## config.mk

```make
export PLATFORM = sky130hd
export DESIGN_NAME = port_write_retry
export DESIGN_NICKNAME = d
export VERILOG_FILES = /design/src/port_write_retry_pkg.sv /design/src/retry_timer.sv /design/src/port_write_retry.sv
export SDC_FILE = /design/constraint.sdc
export NUM_CORES = 1
export LEC_CHECK = 0
export ABC_AREA = 1
export BUFFER_PORTS_ARGS = -buffer_cell sky130_fd_sc_hd__buf_4
export CAP_MARGIN = 20
export CELL_PAD_IN_SITES_DETAIL_PLACEMENT = 2
export CELL_PAD_IN_SITES_GLOBAL_PLACEMENT = 2
export CORE_UTILIZATION = 28
export DETAILED_ROUTE_END_ITERATION = 8
export PLACE_DENSITY = 0.78
export SYNTH_ARGS = -nofsm -noshare
export SYNTH_HDL_FRONTEND = slang
export SYNTH_HIERARCHICAL = 1
export SYNTH_SLANG_ARGS = --single-unit
export TNS_END_PERCENT = 50
```

## constraint.sdc

```tcl
create_clock -name CLK_SYS -period 1.9 [get_ports CLK_SYS]
set_input_delay 0.285 -clock CLK_SYS [delete_from_list [all_inputs] [get_ports CLK_SYS]]
set_output_delay 0.285 -clock CLK_SYS [all_outputs]
set_load 0.03 [all_outputs]
```

## src/port_write_retry_pkg.sv

```systemverilog
// Shared constants and types for the port-write retry and event pin block
package port_write_retry_pkg;

  // ==========================================================================
  // Register byte offsets
  localparam logic [16:0] EVENT_PIN_CONTROL_ADDR     = 17'h130D0;
  localparam logic [16:0] REPORT_RETRY_TIMEOUT_ADDR  = 17'h1AC14;
  localparam logic [16:0] PENDING_REPORT_STATUS_ADDR = 17'h1AC18;
  localparam logic [16:0] ERROR_DETECT_CLEAR_ADDR    = 17'h1AC1C;
  localparam logic [16:0] IRQ_STATUS_ADDR            = 17'h1AC20;
  localparam logic [16:0] IRQ_MASK_ADDR              = 17'h1AC24;

  // ==========================================================================
  // Field positions (bit 0 of the big-endian layout is bit 31 here)
  localparam int RETRY_CODE_LSB = 28;
  localparam int RETRY_CODE_W   = 4;
  localparam int PIN_DIR_LSB    = 28;
  localparam int PIN_DIR_W      = 2;
  localparam int PORT_COUNT     = 8;
  localparam int IRQ_W          = 3;
  localparam int IRQ_SENT_BIT   = 0;
  localparam int IRQ_PIN_IN_BIT = 1;
  localparam int IRQ_PIN_OUT_BIT = 2;

  // ==========================================================================
  // Reset values
  localparam logic [31:0] EVENT_PIN_CONTROL_RST    = 32'h0000_0000;
  localparam logic [31:0] REPORT_RETRY_TIMEOUT_RST = 32'h0000_0000;
  localparam logic [7:0]  PENDING_STATUS_RST       = 8'h00;
  localparam logic [2:0]  IRQ_RST                  = 3'h0;

  // ==========================================================================
  // Timing
  localparam longint CLK_PERIOD_NS   = 10;
  localparam longint RETRY_UNIT_NS   = 167772160;
  localparam longint DEBUG_PERIOD_NS = 1300;
  localparam int     EXTRA_CYCLES    = 2;
  localparam int     RETRY_UNIT_CYCLES = int'(RETRY_UNIT_NS / CLK_PERIOD_NS);
  localparam int     DEBUG_CYCLES    = int'(DEBUG_PERIOD_NS / CLK_PERIOD_NS);
  localparam logic [3:0] RETRY_OFF   = 4'h0;
  localparam logic [3:0] RETRY_DEBUG = 4'hF;

  // ==========================================================================
  // Types
  typedef enum logic [1:0] {
    PIN_OFF = 2'h0,
    PIN_IN  = 2'h1,
    PIN_OUT = 2'h2,
    PIN_RSV = 2'h3
  } pin_dir_e;

  typedef struct packed {
    logic       sent;
    logic [2:0] port;
  } arb_sent_s;

endpackage : port_write_retry_pkg

```

## src/retry_timer.sv

```systemverilog
// Retry timer that repeats error-reporting port-writes
`timescale 1ns/1ps
module retry_timer #(
  parameter int UNIT_CYCLES = port_write_retry_pkg::RETRY_UNIT_CYCLES
) (
  input  wire logic       clk,
  input  wire logic       reset,
  input  wire logic       enable,
  input  wire logic [3:0] code,
  output logic            fire
);

  typedef enum logic [1:0] {
    IDLE = 2'b01,
    RUN  = 2'b10
  } timer_state_e;

  timer_state_e state;
  logic [31:0]  count;
  logic [31:0]  since;

  // Period in cycles for a code; debug code is a short fixed period
  function automatic logic [31:0] period_of(input logic [3:0] c);
    logic [31:0] p;
    p = 32'(c) * 32'(UNIT_CYCLES) + 32'(port_write_retry_pkg::EXTRA_CYCLES);
    if (c == port_write_retry_pkg::RETRY_DEBUG) begin
      p = 32'(port_write_retry_pkg::DEBUG_CYCLES);
    end
    return p;
  endfunction : period_of

  wire logic        start  = (state == IDLE) && enable && (code != port_write_retry_pkg::RETRY_OFF);
  wire logic        expire = (state == RUN) && (count == 32'h1);
  wire logic [31:0] period = period_of(code);

  // ==========================================================================
  // Timer: a stop request wins over expiry, so no send follows a clear
  always_ff @(posedge clk) begin
    if (reset) begin
      state <= IDLE;
      count <= 32'h0;
      fire  <= 1'b0;
    end else begin
      fire <= 1'b0;
      case (state)
        IDLE: begin
          if (start) begin
            state <= RUN;
            count <= period - 32'h2; // The first send left one cycle before this load, and PW_SEND lags fire by one
          end
        end
        RUN: begin
          if (!enable || code == port_write_retry_pkg::RETRY_OFF) begin
            state <= IDLE;
          end else if (expire) begin
            fire  <= 1'b1;
            count <= period;
          end else begin
            count <= count - 32'h1;
          end
        end
        default: state <= IDLE;
      endcase
    end
  end

  // Cycles since the last send, watched by the period check only
  always_ff @(posedge clk) begin
    if (reset) since <= 32'h0;
    else if (start) since <= 32'h3;
    else if (expire) since <= 32'h1;
    else since <= since + 32'h1;
  end

  a_period_exact: assert property (@(posedge clk) disable iff (reset)
    expire && enable && $stable(code) |-> since == period)
    else $error("retry period does not match the code");

  a_zero_no_fire: assert property (@(posedge clk) disable iff (reset)
    (code == port_write_retry_pkg::RETRY_OFF) [*2] |=> !fire)
    else $error("retry fired with repetition disabled");

  a_start_runs: assert property (@(posedge clk) disable iff (reset)
    start |=> state == RUN)
    else $error("timer did not start for a pending report");

endmodule : retry_timer

```

## src/port_write_retry.sv

```systemverilog
// Port-write retry timer, pending request status and event pin control
`timescale 1ns/1ps
// How it works
// - Timer starts whenever an error-reporting port-write is pending and the retry code is not zero.
// - On expiry with report still pending, send again and restart timer.
// - Software write to error-detect register clears pending report, stopping repeats.
// - Period is code times base unit plus two clock cycles.
// - Period counted on the 100 MHz register clock.
// - Code zero disables repetition; one port-write per error event.
// - Codes 1,2,4,8 give 167.7 ms to 1.34 s; 15 is debug; others reserved.
// - After a send, mark every port whose request still waits.
// - Pending vector in low eight bits, port 0 at lowest bit, read-only.
// - Direction 00 makes the event pin ignored both ways.
// - Direction 01 makes the pin an input triggering a multicast symbol.
// - Direction 10 drives the pin on symbol reception; 11 reserved.
module port_write_retry #(
  parameter int UNIT_CYCLES = port_write_retry_pkg::RETRY_UNIT_CYCLES,
  parameter int PORTS       = port_write_retry_pkg::PORT_COUNT
) (
  input  wire logic                           CLK_SYS,
  input  wire logic                           RESET,
  input  wire logic [16:0]                    ADDR,
  input  wire logic [31:0]                    WR_DATA,
  input  wire logic                           WR_EN,
  input  wire logic                           RD_EN,
  output logic      [31:0]                    RD_DATA,
  output logic                                IRQ,
  input  wire logic                           ERR_EVENT,
  output logic                                PW_SEND,
  input  wire logic [PORTS-1:0]               PW_REQ,
  input  wire port_write_retry_pkg::arb_sent_s ARB_SENT,
  input  wire logic                           SYM_RECEIVED,
  output logic                                SYM_GENERATE,
  input  wire logic                           MC_EVENT_PIN_I,
  output logic                                MC_EVENT_PIN_O,
  output logic                                MC_EVENT_PIN_OE
);

  // ==========================================================================
  // Register state
  logic [31:0]                retry_reg;
  logic [31:0]                pin_reg;
  logic [PORTS-1:0]           pending_report_per_port;
  logic [port_write_retry_pkg::IRQ_W-1:0] irq_status;
  logic [port_write_retry_pkg::IRQ_W-1:0] irq_mask;
  logic                       report_pending;
  logic                       pin_prev;
  logic                       retry_fire;

  // ==========================================================================
  // Address decode
  wire logic wr_retry = WR_EN && ADDR == port_write_retry_pkg::REPORT_RETRY_TIMEOUT_ADDR;
  wire logic wr_pin   = WR_EN && ADDR == port_write_retry_pkg::EVENT_PIN_CONTROL_ADDR;
  wire logic wr_clear = WR_EN && ADDR == port_write_retry_pkg::ERROR_DETECT_CLEAR_ADDR;
  wire logic wr_mask  = WR_EN && ADDR == port_write_retry_pkg::IRQ_MASK_ADDR;
  wire logic rd_irq   = RD_EN && ADDR == port_write_retry_pkg::IRQ_STATUS_ADDR;

  // Field extraction
  wire logic [3:0] retry_interval_code =
    retry_reg[port_write_retry_pkg::RETRY_CODE_LSB +: port_write_retry_pkg::RETRY_CODE_W];
  wire port_write_retry_pkg::pin_dir_e event_pin_direction =
    port_write_retry_pkg::pin_dir_e'(
      pin_reg[port_write_retry_pkg::PIN_DIR_LSB +: port_write_retry_pkg::PIN_DIR_W]);

  // Write masks keep reserved bits at zero
  wire logic [31:0] retry_wmask = {4'hF, 28'h0000000};
  wire logic [31:0] pin_wmask   = {2'h0, 2'h3, 28'h0000000};

  // ==========================================================================
  // Read multiplexer; unmapped addresses read as zero
  wire logic [31:0] read_mux =
    (ADDR == port_write_retry_pkg::REPORT_RETRY_TIMEOUT_ADDR)  ? retry_reg :
    (ADDR == port_write_retry_pkg::EVENT_PIN_CONTROL_ADDR)     ? pin_reg :
    (ADDR == port_write_retry_pkg::PENDING_REPORT_STATUS_ADDR) ? 32'(pending_report_per_port) :
    (ADDR == port_write_retry_pkg::IRQ_STATUS_ADDR)            ? 32'(irq_status) :
    (ADDR == port_write_retry_pkg::IRQ_MASK_ADDR)              ? 32'(irq_mask) :
    32'h0000_0000;

  // ==========================================================================
  // Event sources
  wire logic pin_rise  = MC_EVENT_PIN_I && !pin_prev;
  wire logic pin_trig  = (event_pin_direction == port_write_retry_pkg::PIN_IN) && pin_rise;
  wire logic pin_drive = (event_pin_direction == port_write_retry_pkg::PIN_OUT) && SYM_RECEIVED;
  wire logic send_now  = ERR_EVENT || (retry_fire && report_pending);

  // Port taken by the arbiter in this cycle
  wire logic [PORTS-1:0] sent_mask =
    ARB_SENT.sent ? (PORTS'(1) << ARB_SENT.port) : {PORTS{1'b0}};

  // Status events; a set in the same cycle as a read-clear survives
  wire logic [port_write_retry_pkg::IRQ_W-1:0] irq_events = {pin_drive, pin_trig, send_now};
  wire logic [port_write_retry_pkg::IRQ_W-1:0] next_irq_status =
    (rd_irq ? {port_write_retry_pkg::IRQ_W{1'b0}} : irq_status) | irq_events;

  // ==========================================================================
  // Retry timer
  retry_timer #(
    .UNIT_CYCLES (UNIT_CYCLES)
  ) u_timer (
    .clk    (CLK_SYS),
    .reset  (RESET),
    .enable (report_pending),
    .code   (retry_interval_code),
    .fire   (retry_fire)
  );

  // ==========================================================================
  // Software registers
  always_ff @(posedge CLK_SYS) begin
    if (RESET) begin
      retry_reg <= port_write_retry_pkg::REPORT_RETRY_TIMEOUT_RST;
      pin_reg   <= port_write_retry_pkg::EVENT_PIN_CONTROL_RST;
      irq_mask  <= port_write_retry_pkg::IRQ_RST;
    end else begin
      if (wr_retry) retry_reg <= WR_DATA & retry_wmask;
      if (wr_pin) pin_reg <= WR_DATA & pin_wmask;
      if (wr_mask) irq_mask <= WR_DATA[port_write_retry_pkg::IRQ_W-1:0];
    end
  end

  // Pending report: a new error wins over a clear in the same cycle
  always_ff @(posedge CLK_SYS) begin
    if (RESET) report_pending <= 1'b0;
    else report_pending <= ERR_EVENT || (report_pending && !wr_clear);
  end

  // Per-port waiting requests, refreshed after every send
  always_ff @(posedge CLK_SYS) begin
    if (RESET) begin
      pending_report_per_port <= port_write_retry_pkg::PENDING_STATUS_RST;
    end else if (ARB_SENT.sent) begin
      pending_report_per_port <= (pending_report_per_port | PW_REQ) & ~sent_mask;
    end
  end

  // Interrupt status and level output
  always_ff @(posedge CLK_SYS) begin
    if (RESET) begin
      irq_status <= port_write_retry_pkg::IRQ_RST;
      IRQ        <= 1'b0;
    end else begin
      irq_status <= next_irq_status;
      IRQ        <= |(next_irq_status & irq_mask);
    end
  end

  // Read data stand for one cycle only, zero otherwise
  always_ff @(posedge CLK_SYS) begin
    if (RESET) RD_DATA <= 32'h0000_0000;
    else RD_DATA <= RD_EN ? read_mux : 32'h0000_0000;
  end

  // Port-write request toward the fabric
  always_ff @(posedge CLK_SYS) begin
    if (RESET) PW_SEND <= 1'b0;
    else PW_SEND <= send_now;
  end

  // Event pin; with direction 00 or 11 the pin is neither read nor driven
  always_ff @(posedge CLK_SYS) begin
    if (RESET) begin
      pin_prev        <= 1'b0;
      SYM_GENERATE    <= 1'b0;
      MC_EVENT_PIN_O  <= 1'b0;
      MC_EVENT_PIN_OE <= 1'b0;
    end else begin
      pin_prev        <= MC_EVENT_PIN_I;
      SYM_GENERATE    <= pin_trig;
      MC_EVENT_PIN_O  <= pin_drive;
      MC_EVENT_PIN_OE <= event_pin_direction == port_write_retry_pkg::PIN_OUT;
    end
  end

  // ==========================================================================
  // Checks
  a_first_send: assert property (@(posedge CLK_SYS) disable iff (RESET)
    ERR_EVENT |=> PW_SEND ##0 report_pending)
    else $error("error event did not send a report");

  a_retry_send: assert property (@(posedge CLK_SYS) disable iff (RESET)
    retry_fire && report_pending |=> PW_SEND)
    else $error("timer expiry did not resend the report");

  a_clear_stops: assert property (@(posedge CLK_SYS) disable iff (RESET)
    wr_clear && !ERR_EVENT |=> !report_pending ##1 !report_pending || $past(ERR_EVENT))
    else $error("clear did not stop the pending report");

  a_status_update: assert property (@(posedge CLK_SYS) disable iff (RESET)
    ARB_SENT.sent |=> pending_report_per_port ==
      (($past(pending_report_per_port) | $past(PW_REQ)) & ~$past(sent_mask)))
    else $error("pending vector not updated after a send");

  a_sent_cleared: assert property (@(posedge CLK_SYS) disable iff (RESET)
    ARB_SENT.sent |=> !pending_report_per_port[$past(ARB_SENT.port)])
    else $error("sent port still marked pending");

  a_status_layout: assert property (@(posedge CLK_SYS) disable iff (RESET)
    RD_EN && ADDR == port_write_retry_pkg::PENDING_REPORT_STATUS_ADDR
      |=> RD_DATA[31:PORTS] == '0 && RD_DATA[PORTS-1:0] == $past(pending_report_per_port))
    else $error("pending vector read wrong");

  a_pin_off: assert property (@(posedge CLK_SYS) disable iff (RESET)
    event_pin_direction == port_write_retry_pkg::PIN_OFF |=> !SYM_GENERATE && !MC_EVENT_PIN_OE)
    else $error("event pin active while disabled");

  a_pin_input: assert property (@(posedge CLK_SYS) disable iff (RESET)
    event_pin_direction == port_write_retry_pkg::PIN_IN && MC_EVENT_PIN_I && !pin_prev
      |=> SYM_GENERATE && !MC_EVENT_PIN_OE)
    else $error("pin edge did not trigger a symbol");

  a_pin_output: assert property (@(posedge CLK_SYS) disable iff (RESET)
    event_pin_direction == port_write_retry_pkg::PIN_OUT && SYM_RECEIVED
      |=> MC_EVENT_PIN_OE && MC_EVENT_PIN_O)
    else $error("received symbol not driven on the pin");

  a_irq_level: assert property (@(posedge CLK_SYS) disable iff (RESET)
    IRQ |-> |($past(next_irq_status) & $past(irq_mask)))
    else $error("interrupt without unmasked status");

endmodule : port_write_retry

```

==> run summary <==
* Main synth FF type: sky130_fd_sc_hd__dfxtp_1
* series of cell instances along the critical path: inv_1 -> ha_1 -> nor3b_4 -> nand2_1 -> nor2_2 -> nand2_4 -> nand2_8 -> nor2_4 -> nand3_1 -> a21oi_1
* mux cell area share after synthesis: 0%
* worst-case clock skew: 0.00579 ns
* Power Total: 3.71 mW
* startpoint of the worst setup timing path: u_timer/count[1]
* endpoint type of the worst setup path: flip-flop
* area of the placeable core: 14600 um^2
* vias after detailed routing: 4270
* post-synthesis compound-gate area fraction: 9.20%
* VDD IR max: 366 uV
* largest registers: u_timer/count: 32 flops, RD_DATA: 12 flops, pending_report_per_port: 8 flops
* time the worst path needs with I/O delays and setup: 1.77 ns
* Final Non-Filler Cells: 905
* starting density of the core: 28.8%
* Critical Path RT: 2.18 ns
* clock input transition at the sequential cells of the worst setup and hold paths: 0.06 ns
* synthesized area per cell: 6.51 um^2
* largest net degree at the start of global routing: 29
* Achievable Freq: 565 MHz
* number of antenna violations at the first check in global routing: 0
* most frequent standard cell in the layout excluding fill and tap cells: sky130_fd_sc_hd__nand2_1
* number of nets with antenna violations after routing: 0
* unrepaired setup endpoints after global routing: no
* TritonCTS clock tree: yes
* Final Hold Fails: 0
* # diodes: 0
* number of global-route vias before repair: 4843
* worst slack, placed: 0.0769 ns
* clock root buffer: sky130_fd_sc_hd__clkbuf_16
* count of nets after finishing: 787
* worst path buffer plus inverter count: 1
* Final period util: 93.2%
* share of flip-flops with an asynchronous set or reset after synthesis: 0%
* Min-Delay Path Class: input port to flip-flop
* grt ovf: 0
* layout cell share with drive strength beyond 1: 19.3%
* worst hold stages: 3
* worst reg-to-reg path cell count: 10
* # placed instances: 889
* flop and latch count out of synthesis: 74
* number of enable-type register cells in the synthesized netlist: 0
* average wire per cell in the routed design: 15.8 um
* outcome: completed
* Total Routing Usage GR: 18.9%
* hold_buf cts: 0
* drc violations: 0
* startpoint of the lowest-slack hold path: MC_EVENT_PIN_I
* I/O pin cnt: 105
* cell at the slowest stage of the critical path: sky130_fd_sc_hd__nor2_4
* type of the worst setup path: flip-flop to flip-flop
* count of TritonRoute iterations in the first routing pass: 4
* leading cell types in the layout, fill and taps excluded: 157 x sky130_fd_sc_hd__nand2_1, 108 x sky130_fd_sc_hd__nor2_1, 79 x sky130_fd_sc_hd__inv_1
* ratio of total power to cell area: 716 nW/um^2
* final setup TNS: 0 ns
* slew at the pin with the worst max-slew slack: 0.487 ns
* Slowest Stage Delay on Critical Path: 0.32 ns
* HPWL after DPL: 11.2 mm
* Pleak: 2.40 nW
* register containing the most flip-flops in the final layout: u_timer/count
* die area: 15500 um^2
* Synthesis Warnings: 6
* row count: 44
* dominant combinational cell family by area after synthesis: simple AND/OR/NAND/NOR gates
* max reg flops: 32
* max_slew headroom: 67.2%
* wire length of the first global-routing pass: 23.6 mm
* vias per std cell: 4.72
* final max-slew violation count: 0
* biggest fanout along the worst timing path: 10
* CTS buffer count: 9
* Setup Viol. Count Final: 0
* vertical die dimension: 125 um
* CP Launch Type: flip-flop
* Maximum Capacitance Violations: 0
* Final Routed Wirelength: 14.3 mm
* synthesized cell area: 4200 um^2
* count of different cell masters after synthesis: 39
* synthesis-to-layout area growth: 23.3%
* # clock sinks: 74
* PortBufs: 59
* Layout Cell Area excl Fill: 5180 um^2
* post-placement cell area: 4830 um^2
* Seq/Total Area, Yosys: 35.2%
* critical path's top delay family: simple AND/OR/NAND/NOR gates
* drt first-iter violations: 90
* Post-Synth Adder-Cell Area: 0.595%
* maximum level of the CTS H-tree: 3
* largest buffer count on any clock path: 2
* worst r2r src: u_timer/count[1]
* instance count of the mapped netlist: 646
* clock latency at the later pin of the worst-skew pair: 0.35 ns
* crit path DAT: 2.05 ns
* area share of and/or/nand/nor cells after synthesis: 40.7%
* XOR/XNOR Fraction of Synth Area: 1.67%
* die width: 125 um
* final setup margin: 0.130 ns
* Stages on worst setup path: 10
* placer congestion estimate: 0.811
[worst paths after layout]
check,end,slack (ns)
worst max register to register,u_timer/count[29],0.13
worst min-delay path,pin_prev,0.16
worst max-delay path,u_timer/count[29],0.13
worst min register to register,RD_DATA[4],0.45
[final cells by class]
type / count / area [um^2]
Timing Repair Buffer: 70 / 526
Clock inverter: 4 / 76.3
Multi-Input combinational cell: 475 / 2300
Fill cell: 1776 / 9410
Sequential cell: 74 / 1480
Inverter: 87 / 327
Clock buffer: 11 / 243
Tap cell: 184 / 230
[metal layers]
| metal | vias up | GRT usage, % | routed length, um |
|---|---|---|---|
| li1 | 2125 | - | - |
| met1 | 2065 | 21.1 | 6120 |
| met2 | 61 | 35.4 | 7610 |
| met3 | 19 | 2.36 | 300 |
| met4 | 0 | 8.22 | 290 |
| met5 | - | 0 | 0 |
[kinds of logic after synthesis]
kind of cell / count (synthesis)
AOI/OAI and AO/OA: 70
adders and majority gates: 2
DFF: 74
buffers and inverters: 117
and+or+nand+nor: 374
xor gates and xnor gates: 8
other: 1
[Yosys cell counts, types with 2 or more instances]
master / n / area, um^2
sky130_fd_sc_hd__o21bai_1: 2 / 15.0
sky130_fd_sc_hd__nor2_1: 110 / 413
sky130_fd_sc_hd__a21oi_2: 3 / 26.3
sky130_fd_sc_hd__ha_1: 2 / 25.0
sky130_fd_sc_hd__nand2_1: 158 / 593
sky130_fd_sc_hd__nor2_4: 6 / 67.6
sky130_fd_sc_hd__clkbuf_1: 6 / 22.5
sky130_fd_sc_hd__dfxtp_1: 74 / 1480
sky130_fd_sc_hd__nand4_1: 11 / 68.8
sky130_fd_sc_hd__inv_2: 8 / 30.0
sky130_fd_sc_hd__nor4_1: 2 / 12.5
sky130_fd_sc_hd__inv_1: 79 / 297
sky130_fd_sc_hd__nand3_1: 34 / 170
sky130_fd_sc_hd__o21ai_0: 20 / 100
sky130_fd_sc_hd__nand2_2: 9 / 56.3
sky130_fd_sc_hd__nor2_2: 12 / 75.1
sky130_fd_sc_hd__o21ai_1: 2 / 10.0
sky130_fd_sc_hd__a21oi_1: 39 / 195
sky130_fd_sc_hd__nor3_1: 12 / 60.1
sky130_fd_sc_hd__buf_4: 21 / 158
sky130_fd_sc_hd__xnor2_1: 3 / 26.3
sky130_fd_sc_hd__nand3b_1: 8 / 60.1
sky130_fd_sc_hd__nand3_2: 4 / 40.0
sky130_fd_sc_hd__xor2_1: 5 / 43.8
sky130_fd_sc_hd__or2_2: 2 / 12.5
[per-stage QoR]
step | hold WS, ns | utilization [%]
3_5_place_dp | 0.451 | 33.1
2_1_floorplan | 0.392 | -
3_3_place_gp | 0.444 | 33.1
4_1_cts | 0.147 | 35.3
6_report | 0.158 | 35.5
5_1_grt | 0.173 | 35.5
[worst min-delay path, stage by stage]
cell and delay, ns:
sky130_fd_sc_hd__buf_4 0.08, sky130_fd_sc_hd__inv_1 0.03, sky130_fd_sc_hd__nor2_1 0.07
[power breakdown]
group          switching, mW  internal (mW)
registers            0.00966           1.57
logic                  0.158         0.0864
clock network          0.705           1.18
[timing repair]
item / 4_1_cts / 5_1_grt
endpoints found under the setup margin: 0 / 27
resized for setup: 0 / 6
setup buffers: 0 / 0
No activity file was read; power rests on OpenSTA's default activity.
